`src/rtl/pm_cfg_params.svh`:
```
`ifndef PM_CFG_PARAMS_SVH
`define PM_CFG_PARAMS_SVH
`define ADDR_IRQ_ENABLE 8'hEC
`define ADDR_PERIPHERAL_CONFIG_STATUS 8'hF4
`define ADDR_ADC_START 8'hD8
`define ADDR_RETAINED_SCRATCH_ONE 8'hFB
`define ADDR_RETAINED_SCRATCH_TWO 8'hFC
`define ADDR_RETAINED_SCRATCH_THREE 8'hFD
`define ADDR_RETAINED_SCRATCH_FOUR 8'hFE
`define BIT_WAKE 7
`define BIT_SRC 6
`define BIT_VOK 5
`define BIT_PLL 4
`define BIT_REF 3
`define BIT_PLL_ACK 4
`define IRQ_EN_MASK 8'hAF
`define PERIPHERAL_CONFIG_STATUS_WR_MASK 8'h0B
`define PIN_GPIO 2'h0
`define PIN_RX_NOWAKE 2'h1
`define PIN_RX_WAKE 2'h3
`endif

```
`src/rtl/pm_cfg_pkg.sv`:
```
package pm_cfg_pkg;
  typedef logic [7:0] byte_t;
  typedef enum logic [1:0] {
    PIN_GPIO_E = 2'b00,
    PIN_RX_NOWAKE_E = 2'b01,
    PIN_RESERVED_E = 2'b10,
    PIN_RX_WAKE_E = 2'b11
  } pin_func_e;
  typedef struct packed {
    byte_t irq_en;
    logic wake_flag;
    logic pll_fault;
    logic ref_en;
    logic [1:0] pin_func;
    logic summary_flag;
    logic irq;
    byte_t rdata;
    logic pll_lock_d;
  } state_s;
endpackage

```
`src/rtl/power_mgmt_config_regs.sv`:
```
`timescale 1ns/100ps
`default_nettype none
`include "pm_cfg_params.svh"
module power_mgmt_config_regs
(
  input wire logic clk_in,
  input wire logic resetn_in,
  input wire logic total_power_lossn_in,
  input wire logic [7:0] sfr_addr_in,
  input wire logic [7:0] sfr_wdata_in,
  input wire logic sfr_wr_in,
  input wire logic sfr_rd_in,
  output logic [7:0] sfr_rdata_out,
  input wire logic rail_source_indicator_in,
  input wire logic main_supply_ok_in,
  input wire logic pll_locked_in,
  input wire logic deep_sleep_mode_in,
  input wire logic second_uart_receive_edge_in,
  input wire logic [5:0] source_flags_in,
  output logic [7:0] power_irq_enable_out,
  output logic sleep_reference_enable_out,
  output var pm_cfg_pkg::pin_func_e shared_pin_function_out,
  output logic power_irq_summary_flag_out,
  output logic power_irq_out
);
  import pm_cfg_pkg::*;
  // source_flags_in: 5 restored,4 sag,3 adc,2 battery,1 switchover,0 low
  state_s st_reg;
  state_s st_next;
  byte_t scratch_reg [4];
  logic [7:0] flags8;
  logic [7:0] pending;
  logic wr_en;
  logic wr_peripheral_config_status;
  logic wr_irq_en;
  logic wr_ack;

  // one address compare shared by the decode and the checks
  function automatic logic addr_hit(input logic [7:0] addr, input logic [7:0] target);
    return addr == target;
  endfunction

  // scratch window covers four consecutive addresses
  function automatic logic scratch_hit(input logic [7:0] addr);
    return addr >= `ADDR_RETAINED_SCRATCH_ONE && addr <= `ADDR_RETAINED_SCRATCH_FOUR;
  endfunction

  // map the six sources onto their enable bit positions
  always_comb
  begin
    flags8 = {source_flags_in[5], 1'b0, source_flags_in[4], 1'b0,
      source_flags_in[3:0]};
    pending = flags8 & st_reg.irq_en & `IRQ_EN_MASK;
    wr_en = sfr_wr_in;
    wr_peripheral_config_status = wr_en && addr_hit(sfr_addr_in, `ADDR_PERIPHERAL_CONFIG_STATUS);
    wr_irq_en = wr_en && addr_hit(sfr_addr_in, `ADDR_IRQ_ENABLE);
    wr_ack = wr_en && addr_hit(sfr_addr_in, `ADDR_ADC_START) && sfr_wdata_in[`BIT_PLL_ACK];
  end

  // all control state in one struct
  always_comb
  begin
    st_next = st_reg;
    st_next.pll_lock_d = pll_locked_in;
    if (wr_irq_en)
    begin
      // reserved bits forced low; software should write zero anyway
      st_next.irq_en = sfr_wdata_in & `IRQ_EN_MASK;
    end
    if (wr_peripheral_config_status)
    begin
      st_next.ref_en = sfr_wdata_in[`BIT_REF];
      st_next.pin_func = sfr_wdata_in[1:0];
      // writing zero clears the wake indication
      if (!sfr_wdata_in[`BIT_WAKE])
      begin
        st_next.wake_flag = 1'b0;
      end
    end
    // uart2 wake latch; set wins over clear
    if (second_uart_receive_edge_in && deep_sleep_mode_in
      && st_reg.pin_func == `PIN_RX_WAKE)
    begin
      st_next.wake_flag = 1'b1;
    end
    if (wr_ack)
    begin
      st_next.pll_fault = 1'b0;
    end
    if (st_reg.pll_lock_d && !pll_locked_in)
    begin
      st_next.pll_fault = 1'b1;
    end
    st_next.summary_flag = |pending;
    st_next.irq = |pending;
    st_next.rdata = 8'h00;
    if (sfr_rd_in)
    begin
      case (sfr_addr_in)
        `ADDR_IRQ_ENABLE: st_next.rdata = st_reg.irq_en;
        `ADDR_PERIPHERAL_CONFIG_STATUS: st_next.rdata = {st_reg.wake_flag, rail_source_indicator_in,
          main_supply_ok_in, st_reg.pll_fault, st_reg.ref_en, 1'b0, st_reg.pin_func};
        `ADDR_RETAINED_SCRATCH_ONE: st_next.rdata = scratch_reg[0];
        `ADDR_RETAINED_SCRATCH_TWO: st_next.rdata = scratch_reg[1];
        `ADDR_RETAINED_SCRATCH_THREE: st_next.rdata = scratch_reg[2];
        `ADDR_RETAINED_SCRATCH_FOUR: st_next.rdata = scratch_reg[3];
        default: st_next.rdata = 8'h00;
      endcase
    end
  end

  always_ff @(posedge clk_in or negedge resetn_in)
  begin
    if (!resetn_in)
    begin
      st_reg <= '0;
      st_reg.pll_lock_d <= 1'b1;
    end
    else
    begin
      st_reg <= st_next;
    end
  end

  // scratch pads sit on the always-on domain; core reset must not touch them
  // only total supply loss clears
  always_ff @(posedge clk_in or negedge total_power_lossn_in)
  begin
    if (!total_power_lossn_in)
    begin
      for (int i = 0; i < 4; i++)
      begin
        scratch_reg[i] <= 8'h00;
      end
    end
    else if (wr_en && scratch_hit(sfr_addr_in))
    begin
      scratch_reg[2'(sfr_addr_in - `ADDR_RETAINED_SCRATCH_ONE)] <= sfr_wdata_in;
    end
  end

  // outputs straight from flops
  assign sfr_rdata_out = st_reg.rdata;
  assign power_irq_enable_out = st_reg.irq_en;
  assign sleep_reference_enable_out = st_reg.ref_en;
  assign shared_pin_function_out = pin_func_e'(st_reg.pin_func);
  assign power_irq_summary_flag_out = st_reg.summary_flag;
  assign power_irq_out = st_reg.irq;

  // checks watch the registered outputs and the state struct, so a failure
  // points at this block and not at whoever drives it

  // interrupt request and summary flag
  // request follows enabled flag
  a_irq_follows: assert property (@(posedge clk_in) disable iff (!resetn_in)
    (|(flags8 & power_irq_enable_out)) |=> power_irq_out)
    else $error("irq missing");

  a_irq_drops: assert property (@(posedge clk_in) disable iff (!resetn_in)
    !(|(flags8 & power_irq_enable_out)) |=> !power_irq_out)
    else $error("irq without enabled flag");

  a_irq_quiet: assert property (@(posedge clk_in) disable iff (!resetn_in)
    (power_irq_enable_out == 8'h00) |=> !power_irq_out)
    else $error("irq without enable");

  a_restored_gate: assert property (@(posedge clk_in) disable iff (!resetn_in)
    (source_flags_in[5] && power_irq_enable_out[7]) |=> power_irq_out)
    else $error("restored source lost");

  a_sag_gate: assert property (@(posedge clk_in) disable iff (!resetn_in)
    (source_flags_in[4] && power_irq_enable_out[5]) |=> power_irq_out)
    else $error("sag source lost");

  a_adc_gate: assert property (@(posedge clk_in) disable iff (!resetn_in)
    (source_flags_in[3] && power_irq_enable_out[3]) |=> power_irq_out)
    else $error("adc source lost");

  a_battery_gate: assert property (@(posedge clk_in) disable iff (!resetn_in)
    (source_flags_in[2] && power_irq_enable_out[2]) |=> power_irq_out)
    else $error("battery source lost");

  a_switch_gate: assert property (@(posedge clk_in) disable iff (!resetn_in)
    (source_flags_in[1] && power_irq_enable_out[1]) |=> power_irq_out)
    else $error("switchover source lost");

  a_low_gate: assert property (@(posedge clk_in) disable iff (!resetn_in)
    (source_flags_in[0] && power_irq_enable_out[0]) |=> power_irq_out)
    else $error("low voltage source lost");

  a_summary_set: assert property (@(posedge clk_in) disable iff (!resetn_in)
    (|(flags8 & power_irq_enable_out)) |=> power_irq_summary_flag_out)
    else $error("summary flag missing");

  a_summary_clear: assert property (@(posedge clk_in) disable iff (!resetn_in)
    !(|(flags8 & power_irq_enable_out)) |=> !power_irq_summary_flag_out)
    else $error("summary flag stuck");

  a_enable_write: assert property (@(posedge clk_in) disable iff (!resetn_in)
    wr_irq_en |=> power_irq_enable_out == ($past(sfr_wdata_in) & `IRQ_EN_MASK))
    else $error("enable write wrong");

  a_enable_hold: assert property (@(posedge clk_in) disable iff (!resetn_in)
    !wr_irq_en |=> $stable(power_irq_enable_out))
    else $error("enable changed unasked");

  a_enable_rsvd: assert property (@(posedge clk_in) disable iff (!resetn_in)
    (power_irq_enable_out & 8'h50) == 8'h00)
    else $error("reserved enable set");

  // pll fault latch
  // lock loss latches fault
  a_pll_latch: assert property (@(posedge clk_in) disable iff (!resetn_in)
    ($fell(pll_locked_in) && $past(resetn_in)) |=> st_reg.pll_fault)
    else $error("pll fault not latched");

  a_pll_hold: assert property (@(posedge clk_in) disable iff (!resetn_in)
    (st_reg.pll_fault && !wr_ack) |=> st_reg.pll_fault)
    else $error("pll fault lost");

  a_pll_quiet: assert property (@(posedge clk_in) disable iff (!resetn_in)
    (!st_reg.pll_fault && !(st_reg.pll_lock_d && !pll_locked_in))
    |=> !st_reg.pll_fault)
    else $error("pll fault without loss");

  a_pll_ack: assert property (@(posedge clk_in) disable iff (!resetn_in)
    (wr_en && addr_hit(sfr_addr_in, `ADDR_ADC_START) && sfr_wdata_in[4]
    && pll_locked_in && st_reg.pll_lock_d) |=> !st_reg.pll_fault)
    else $error("pll fault not cleared");

  // wake indication
  // wake edge sets flag
  a_wake_set: assert property (@(posedge clk_in) disable iff (!resetn_in)
    (second_uart_receive_edge_in && deep_sleep_mode_in && st_reg.pin_func == 2'b11)
    |=> st_reg.wake_flag)
    else $error("wake flag not set");

  a_wake_hold: assert property (@(posedge clk_in) disable iff (!resetn_in)
    (st_reg.wake_flag && !wr_peripheral_config_status) |=> st_reg.wake_flag)
    else $error("wake flag lost");

  a_wake_quiet: assert property (@(posedge clk_in) disable iff (!resetn_in)
    (!st_reg.wake_flag && !second_uart_receive_edge_in) |=> !st_reg.wake_flag)
    else $error("wake flag without edge");

  a_wake_clear: assert property (@(posedge clk_in) disable iff (!resetn_in)
    (wr_peripheral_config_status && !sfr_wdata_in[7] && !second_uart_receive_edge_in)
    |=> !st_reg.wake_flag)
    else $error("wake flag not cleared");

  a_wake_mode: assert property (@(posedge clk_in) disable iff (!resetn_in)
    (!st_reg.wake_flag && !deep_sleep_mode_in) |=> !st_reg.wake_flag)
    else $error("wake flag while awake");

  // configuration bits
  // reference bit written
  a_ref_write: assert property (@(posedge clk_in) disable iff (!resetn_in)
    wr_peripheral_config_status |=> sleep_reference_enable_out == $past(sfr_wdata_in[3]))
    else $error("reference enable wrong");

  a_ref_hold: assert property (@(posedge clk_in) disable iff (!resetn_in)
    !wr_peripheral_config_status |=> $stable(sleep_reference_enable_out))
    else $error("reference enable changed");

  a_pin_write: assert property (@(posedge clk_in) disable iff (!resetn_in)
    wr_peripheral_config_status |=> shared_pin_function_out == $past(sfr_wdata_in[1:0]))
    else $error("pin function wrong");

  a_pin_hold: assert property (@(posedge clk_in) disable iff (!resetn_in)
    !wr_peripheral_config_status |=> $stable(shared_pin_function_out))
    else $error("pin function changed");

  // read path
  // rail source read live
  a_peripheral_config_status_src: assert property (@(posedge clk_in) disable iff (!resetn_in)
    (sfr_rd_in && addr_hit(sfr_addr_in, `ADDR_PERIPHERAL_CONFIG_STATUS))
    |=> sfr_rdata_out[6] == $past(rail_source_indicator_in))
    else $error("rail source wrong");

  a_peripheral_config_status_ok: assert property (@(posedge clk_in) disable iff (!resetn_in)
    (sfr_rd_in && addr_hit(sfr_addr_in, `ADDR_PERIPHERAL_CONFIG_STATUS))
    |=> sfr_rdata_out[5] == $past(main_supply_ok_in))
    else $error("supply ready wrong");

  a_peripheral_config_status_rsvd: assert property (@(posedge clk_in) disable iff (!resetn_in)
    (sfr_rd_in && addr_hit(sfr_addr_in, `ADDR_PERIPHERAL_CONFIG_STATUS)) |=> !sfr_rdata_out[2])
    else $error("reserved bit read high");

  a_rdata_idle: assert property (@(posedge clk_in) disable iff (!resetn_in)
    !sfr_rd_in |=> sfr_rdata_out == 8'h00)
    else $error("read data without strobe");

  a_enable_read: assert property (@(posedge clk_in) disable iff (!resetn_in)
    (sfr_rd_in && addr_hit(sfr_addr_in, `ADDR_IRQ_ENABLE))
    |=> sfr_rdata_out == $past(power_irq_enable_out))
    else $error("enable read wrong");

  // retained scratch pads
  // scratch pad reads back
  a_scratch_read: assert property (@(posedge clk_in) disable iff (!resetn_in || !total_power_lossn_in)
    (sfr_rd_in && addr_hit(sfr_addr_in, `ADDR_RETAINED_SCRATCH_ONE))
    |=> sfr_rdata_out == $past(scratch_reg[0]))
    else $error("scratch read wrong");

  a_scratch_rw: assert property (@(posedge clk_in) disable iff (!total_power_lossn_in)
    (wr_en && addr_hit(sfr_addr_in, `ADDR_RETAINED_SCRATCH_TWO))
    |=> scratch_reg[1] == $past(sfr_wdata_in))
    else $error("scratch write lost");

  a_scratch_keep: assert property (@(posedge clk_in) disable iff (!total_power_lossn_in)
    !(wr_en && scratch_hit(sfr_addr_in))
    |=> $stable(scratch_reg[0]))
    else $error("scratch pad one changed");

  a_scratch_last: assert property (@(posedge clk_in) disable iff (!total_power_lossn_in)
    !(wr_en && scratch_hit(sfr_addr_in))
    |=> $stable(scratch_reg[3]))
    else $error("scratch pad four changed");
endmodule
`default_nettype wire

```
`config.mk`:
```
export PLATFORM = sky130hd
export DESIGN_NAME = power_mgmt_config_regs
export DESIGN_NICKNAME = d
export VERILOG_FILES = /design/src/rtl/pm_cfg_pkg.sv /design/src/rtl/power_mgmt_config_regs.sv
export VERILOG_INCLUDE_DIRS = /design/src /design/src/rtl
export SDC_FILE = /design/constraint.sdc
export NUM_CORES = 1
export LEC_CHECK = 0
export BUFFER_PORTS_ARGS = -buffer_cell sky130_fd_sc_hd__buf_2
export CORE_MARGIN = 5
export CORE_UTILIZATION = 37
export DETAILED_ROUTE_END_ITERATION = 8
export SYNTH_ARGS = -nofsm -noshare
export SYNTH_HDL_FRONTEND = slang
export SYNTH_SLANG_ARGS = --single-unit
```
`constraint.sdc`:
```
create_clock -name clk_in -period 2.8 [get_ports clk_in]
set_clock_uncertainty 0.1 [all_clocks]
set_input_delay 0.28 -clock clk_in [delete_from_list [all_inputs] [get_ports clk_in]]
set_output_delay 0.28 -clock clk_in [all_outputs]
set_load 0.01 [all_outputs]
```
==> results of run 1 <==
[logic make-up (layout without fill, tap and decap cells)]
family / Yosys count / count (layout) / synth area share, %
DFF: 53 / 53 / 50.0
muxes: 49 / 49 / 21.1
AOI/OAI and AO/OA: 38 / 38 / 10.7
and+or+nand+nor: 30 / 30 / 10.5
buffers and inverters: 29 / 64 / 7.53
other: 1 / 2 / 0.141
[worst paths after layout]
path | startpoint | to | slack [ns] | cells past startpoint
max in group asynchronous | total_power_lossn_in | scratch_reg[9] | 1.70 | 2
max reg2reg | scratch_reg[23] | sfr_rdata_out[7] | 1.43 | 4
max | sfr_addr_in[0] | scratch_reg[28] | 1.22 | 4
min in group asynchronous | resetn_in | power_irq_enable_out[2] | 0.36 | 2
min reg2reg | scratch_reg[15] | scratch_reg[15] | 0.40 | 1
min | source_flags_in[3] | power_irq_out | 0.11 | 3
[layout make-up]
type | count | area (µm²) | area share, %
Clock buffer | 7 | 86.3 | 2.91
Inverter | 4 | 15.0 | 0.507
Multi-Input combinational cell | 119 | 1130 | 38.3
Sequential cell | 53 | 1330 | 44.8
Tap cell | 96 | 120 | 4.05
Timing Repair Buffer | 53 | 280 | 9.46
[cell usage after synthesis (2+ instances only)]
library cell  count
and4b_1           2
nor2_1            3
a32oi_1           3
nand3_1           4
o21ai_0           3
o22ai_1           5
a21boi_1          3
and4_1            2
a21o_1            5
nand3_4           4
a22o_1            2
mux2_2           45
a22oi_1          13
nand2_1           3
inv_1             4
mux2_4            3
buf_4            22
nand3_2           2
dfrtp_1          52
[cells in the final DEF (no fill, tap or decap), drive strengths merged, types with 2 or more instances in the layout]
cell,netlist,final
o21ai,3,3
a21o,5,5
a22oi,13,13
or3,2,2
mux2,48,48
dfrtp,52,52
nor2,4,4
and4,2,2
dlygate4sd3,0,3
nand2,4,4
inv,4,4
clkbuf,1,7
o22ai,5,5
a21boi,3,3
a22o,2,2
buf,24,50
conb,1,2
and4b,2,2
nand3,10,10
a32oi,3,3
[repair_timing]
item | 4_1_cts | 5_1_grt
endpoints found under the hold margin | 53 | 0
setup buffers | 0 | 0
hold buffers | 3 | 0
[stage by stage]
stage                     utilization (%)  worst slack [ns]  area (µm²)  hold slack (ns)  instances
final                                42.9              1.22        2960            0.109        332
after detailed placement             41.2             0.917        2850            0.152        322
after floorplan                         -              1.23        2660           -0.116        201
after CTS                            42.9              1.25        2960            0.101        332
after global routing                 42.9              1.14        2960            0.121        332
after global placement               41.2             0.946        2850            0.151        322
[where the power goes]
group | total, W | internal [W] | switching, W | leakage, nW
clock | 0.000433 | 0.000197 | 0.000236 | 0.0443
sequential | 0.000815 | 0.000796 | 0.0000183 | 0.724
combinational | 0.000146 | 0.0000644 | 0.0000814 | 0.729
[layer usage]
metal | vias up | share of wire (%) | GRT usage (%)
met3 | 8 | 4.6 | 2.15
met2 | 51 | 46 | 21.1
met4 | 0 | 1.8 | 6.13
li1 | 795 | - | -
met1 | 835 | 48 | 19.7
met5 | - | 0 | 0
[worst max-delay path: stages]
cell     delay, ns
buf_2         0.26
and4b_1       0.50
nand3_2       0.28
mux2_2        0.34
==> key figures, run 1 <==
Outcome
  – Status: finished, final reports clean

Yosys
  – Number of synthesized flops with an enable pin: 0
  – Synth Flop Type: dfrtp_1
  – Cell taking the most area after synthesis: dfrtp_1
  – Syn Area/Cell: 13.3 µm²
  – Gate count of the mapped netlist: 200
  – Async SR Flop Fraction: 100%
  – Cell Area, Synth: 2660 µm²
  – Ys Warns: 0
  – Synth top area share: 49.0%
  – Sequential fraction of the synthesis area: 50.0%
  – Post-synth cell types: 39
  – Number of synthesized register bits: 53
  – Synth area leaders: dfrtp_1 (49%), mux2_2 (19%), buf_4 (6.2%)

Placed design
  – Placer Congestion: 0.849
  – Dpl hpwl: 4.30 mm
  – # port buffers: 50

Die
  – Site Rows: 30
  – Starting density of the core: 38.5%
  – Core area: 6910 µm²
  – Height of the die: 94.8 µm
  – Io pins: 53
  – Die area: 8980 µm²
  – Die X: 94.8 µm

Routing
  – Final wirelength: 5.66 mm
  – WL per Instance: 17.0 µm
  – DRC errors left: 0
  – Drt via density: 5.09
  – Pre-antenna DRT Iters: 4
  – Number of vias in the routed layout: 1,689
  – DR iter-0 viols: 99
  – Post-DRT Antenna Nets: 0

STA
  – RSZ-0062 raised after global routing: no
  – Final period util: 56.5%
  – Max_slew headroom: 53.5%
  – Post-route minimum period: 1.58 ns
  – Final Hold Viols: 0
  – Worst slew pin tran: 0.698 ns
  – F_max: 633 MHz
  – Setup TNS: 0 ns
  – Setup violations, final: 0
  – Final Max Slew Viols: 0

Critical path
  – Startpoint types: input port
  – CP Class: input port to flop
  – Crit path max fanout: 12
  – Critical Path End Type: flop
  – CP arrival: 1.67 ns
  – Required time worst endpoint: 2.89 ns

GRT
  – Gr ovfl total: 0
  – Vias in the first global route: 1,765
  – Initial antenna violation count: 0
  – Total Routing Usage GR: 13.9%
  – First-pass GRT wire length: 9.53 mm
  – Pin count of the biggest net entering global routing: 33

CTS
  – Root Driver: clkbuf_8
  – CTS clk-pin slew, worst paths: 0.08 ns
  – H-tree levels: 2
  – CTS buffer count: 5
  – CTS sink count: 53
  – Clock Latency Late Sink: 0.31 ns
  – Clock buffer depth: 2
  – TritonCTS clock tree: yes
  – # resized after CTS: 0

Pwr
  – Peak supply drop: 159 µV
  – PD cells: 470 nW/µm²
  – Total power: 0.00139 W
  – Leak Pwr: 1.50 nW

Cells and area
  – Filler Cells Inserted: 693
  – Nets@finish: 268
  – Syn-to-layout area delta: 11.5%
  – Diodes inserted: 0
  – Max FFs per register: 32
  – Layout cell share with drive strength beyond 1: 50.0%

Min path
  – Worst Hold Class: input port to flop

Run
  – Maxcap violations: 0
No activity file was read; power rests on OpenSTA's default activity.
==> run 2, diff against run 1 <==
--- a/config.mk
+++ b/config.mk
@@ -6,6 +6,7 @@
 export SDC_FILE = /design/constraint.sdc
 export NUM_CORES = 1
 export LEC_CHECK = 0
+export ABC_AREA = 1
 export BUFFER_PORTS_ARGS = -buffer_cell sky130_fd_sc_hd__buf_2
 export CORE_MARGIN = 5
 export CORE_UTILIZATION = 37
==> constraint.sdc (replaced) <==
create_clock -name clk_in -period 1.6 [get_ports clk_in]
set_clock_uncertainty 0.1 [all_clocks]
set_input_delay 0.16 -clock clk_in [delete_from_list [all_inputs] [get_ports clk_in]]
set_output_delay 0.16 -clock clk_in [all_outputs]
set_load 0.01 [all_outputs]
==> key figures, run 2 <==
CTS
  – Setup bufs post-CTS: 0
  – CTS buffer count: 5
  – Root Driver: clkbuf_8
  – CTS clk-pin slew, worst paths: 0.10 ns
  – CTS sink count: 53
  – TritonCTS clock tree: yes
  – H-tree levels: 2
  – Clock buffer depth: 2
  – Clock Latency Late Sink: 0.32 ns
  – # resized after CTS: 0

Yosys
  – Async SR Flop Fraction: 100%
  – Number of synthesized register bits: 53
  – Gate count of the mapped netlist: 322
  – Ys Warns: 0
  – Cell Area, Synth: 2690 µm²
  – Sequential fraction of the synthesis area: 49.3%
  – Synth Flop Type: dfrtp_1
  – Syn Area/Cell: 8.36 µm²
  – Count leader, synth: nand2_1
  – Cell taking the most area after synthesis: dfrtp_1
  – Post-synth cell types: 27
  – Number of synthesized flops with an enable pin: 0
  – Synth area leaders: dfrtp_1 (48%), nand2_1 (12%), nand3_1 (9.3%)
  – Synth top area share: 48.3%
  – Synth cell count leaders: nand2_1 (83), dfrtp_1 (52), nand3_1 (50)

STA
  – Final Max Slew Viols: 0
  – Final Hold Viols: 0
  – Final period util: 85.8%
  – Setup TNS: 0 ns
  – Setup violations, final: 0
  – Post-route minimum period: 1.37 ns
  – F_max: 728 MHz
  – RSZ-0062 raised after global routing: no

Critical path
  – R2R setup slack: 0.27 ns
  – Startpoint types: input port
  – CP arrival: 1.48 ns
  – Critical path, cell by cell: dlygate4sd3_1 -> buf_2 -> nand4_1 -> dlygate4sd3_1 -> nand2_1
  – CP max-delay cell: dlygate4sd3_1
  – Crit path max fanout: 1
  – Critical Path End Type: flop
  – Reg2reg end: st_reg[15]
  – CP peak stage delay: 0.55 ns
  – Most used cell, CP: dlygate4sd3_1
  – Required time worst endpoint: 1.71 ns
  – CP Class: input port to flop
  – Worst reg2reg path depth: 3
  – FF-to-FF Start: shared_pin_function_out[1]

Cells and area
  – Filler Cells Inserted: 727
  – Syn-to-layout area delta: 17.0%
  – Diodes inserted: 0
  – Most common cell after layout, fill and taps aside: nand2_1
  – Nets@finish: 404
  – Max FFs per register: 32
  – Commonest non-fill, non-tap cells in the layout: nand2_1 (83), dfrtp_1 (52), nand3_1 (50), buf_2 (50), nand4_1 (23)
  – Layout cell share with drive strength beyond 1: 24.9%
  – Final non-filler cell total: 472

Die
  – Die area: 9080 µm²
  – Height of the die: 95.3 µm
  – Die X: 95.3 µm
  – Io pins: 53
  – Site Rows: 31
  – Core area: 7180 µm²
  – Starting density of the core: 37.5%

Routing
  – WL per Instance: 13.9 µm
  – Post-DRT Antenna Nets: 0
  – DRC errors left: 0
  – Final wirelength: 6.57 mm
  – DR iter-0 viols: 172
  – Drt via density: 4.89
  – Number of vias in the routed layout: 2,308
  – Pre-antenna DRT Iters: 4

Run
  – Maxcap violations: 0

Placed design
  – DP Cell Count: 456
  – Dpl hpwl: 4.87 mm
  – # port buffers: 50
  – Placer Congestion: 0.780

Min path
  – Hold depth: 3
  – Hold_sp: source_flags_in[4]
  – Worst Hold Class: input port to flop
  – WHS Endpoint: power_irq_out

Pwr
  – Peak supply drop: 474 µV
  – PD cells: 802 nW/µm²
  – Leak Pwr: 1.64 nW
  – Total power: 0.00253 W

GRT
  – Vias in the first global route: 2,266
  – Total Routing Usage GR: 15.9%
  – Pin count of the biggest net entering global routing: 40
  – Gr ovfl total: 0
  – First-pass GRT wire length: 11.2 mm
  – Initial antenna violation count: 0

Outcome
  – Status: finished, final reports clean
## run 2: cell count changes in the layout (fill, tap and decap cells not counted), moves of 9 or more
cell     before  now
buf_4         0   13
a22oi_1      13    0
inv_1         4   17
mux2_2       45    0
nand3_1       4   50
nor2_1        3   20
nand4_1       1   23
o21ai_2       0    9
nand2_1       3   83
## run 2: per-layer routing
metal	track usage [%]	part of all wire, %	wire (µm)	vias up
met5	0	0	0	-
met4	4.33	1.1	75	0
met3	3.16	5.9	388	7
met2	25.3	46	3010	65
li1	-	-	-	1159
met1	22.0	47	3100	1077
## run 2: per-stage QoR
step / worst slack (ns) / hold WS (ns) / utilization [%] / cell area, µm²
2_1_floorplan: 0.285 / -0.236 / - / 2700
3_3_place_gp: 0.0389 / 0.0403 / 41.5 / 2980
3_5_place_dp: 0.00696 / 0.0412 / 41.5 / 2980
4_1_cts: 0.248 / 0.00646 / 43.9 / 3150
5_1_grt: 0.171 / 0.0101 / 43.9 / 3150
6_report: 0.227 / 0.00680 / 43.9 / 3150
## run 2: worst max-delay path by stage
stage                                     start         endpoint  slack [ns]  cells past startpoint
global route                     sfr_addr_in[6]  scratch_reg[29]        0.17                      8
floorplan                        sfr_addr_in[6]  scratch_reg[14]        0.28                      7
CTS                 second_uart_receive_edge_in       st_reg[15]        0.25                      5
finish              second_uart_receive_edge_in       st_reg[15]        0.23                      5
global placement                 sfr_addr_in[6]  scratch_reg[26]        0.04                      8
detailed placement               sfr_addr_in[6]  scratch_reg[30]       0.007                      8
## run 2: cells by family (layout without fill, tap and decap cells)
group | after synthesis | count (layout) | synth area share (%)
buffers and inverters | 49 | 99 | 10.5
other | 1 | 2 | 0.139
AND/OR/NAND/NOR | 187 | 187 | 32.1
flip-flops | 53 | 53 | 49.3
AO/OA/AOI/OAI | 32 | 32 | 8.04
## run 2: area by class of cell
cell class | count | area (µm²) | area share, %
Clock buffer | 5 | 68.8 | 2.18
Multi-Input combinational cell | 221 | 1090 | 34.6
Clock inverter | 3 | 21.3 | 0.675
Tap cell | 99 | 124 | 3.93
Inverter | 19 | 71.3 | 2.26
Sequential cell | 53 | 1330 | 42.1
Timing Repair Buffer | 72 | 448 | 14.2
## run 2: power by group
group,switching [W],internal (W)
sequential,0.0000469,0.00141
clock,0.000463,0.000312
combinational,0.000178,0.000117
## run 2: timing repair
item | in CTS | in global routing
endpoints found under the hold margin | 56 | 0
endpoints found under the setup margin | 0 | 0
hold buffers | 8 | 0
## run 2: worst max-delay path, delay by kind of cell
| kind | cells | cell delay, ns |
|---|---|---|
| buffers and inverters | 3 | 1.20 |
| and+or+nand+nor | 2 | 0.12 |
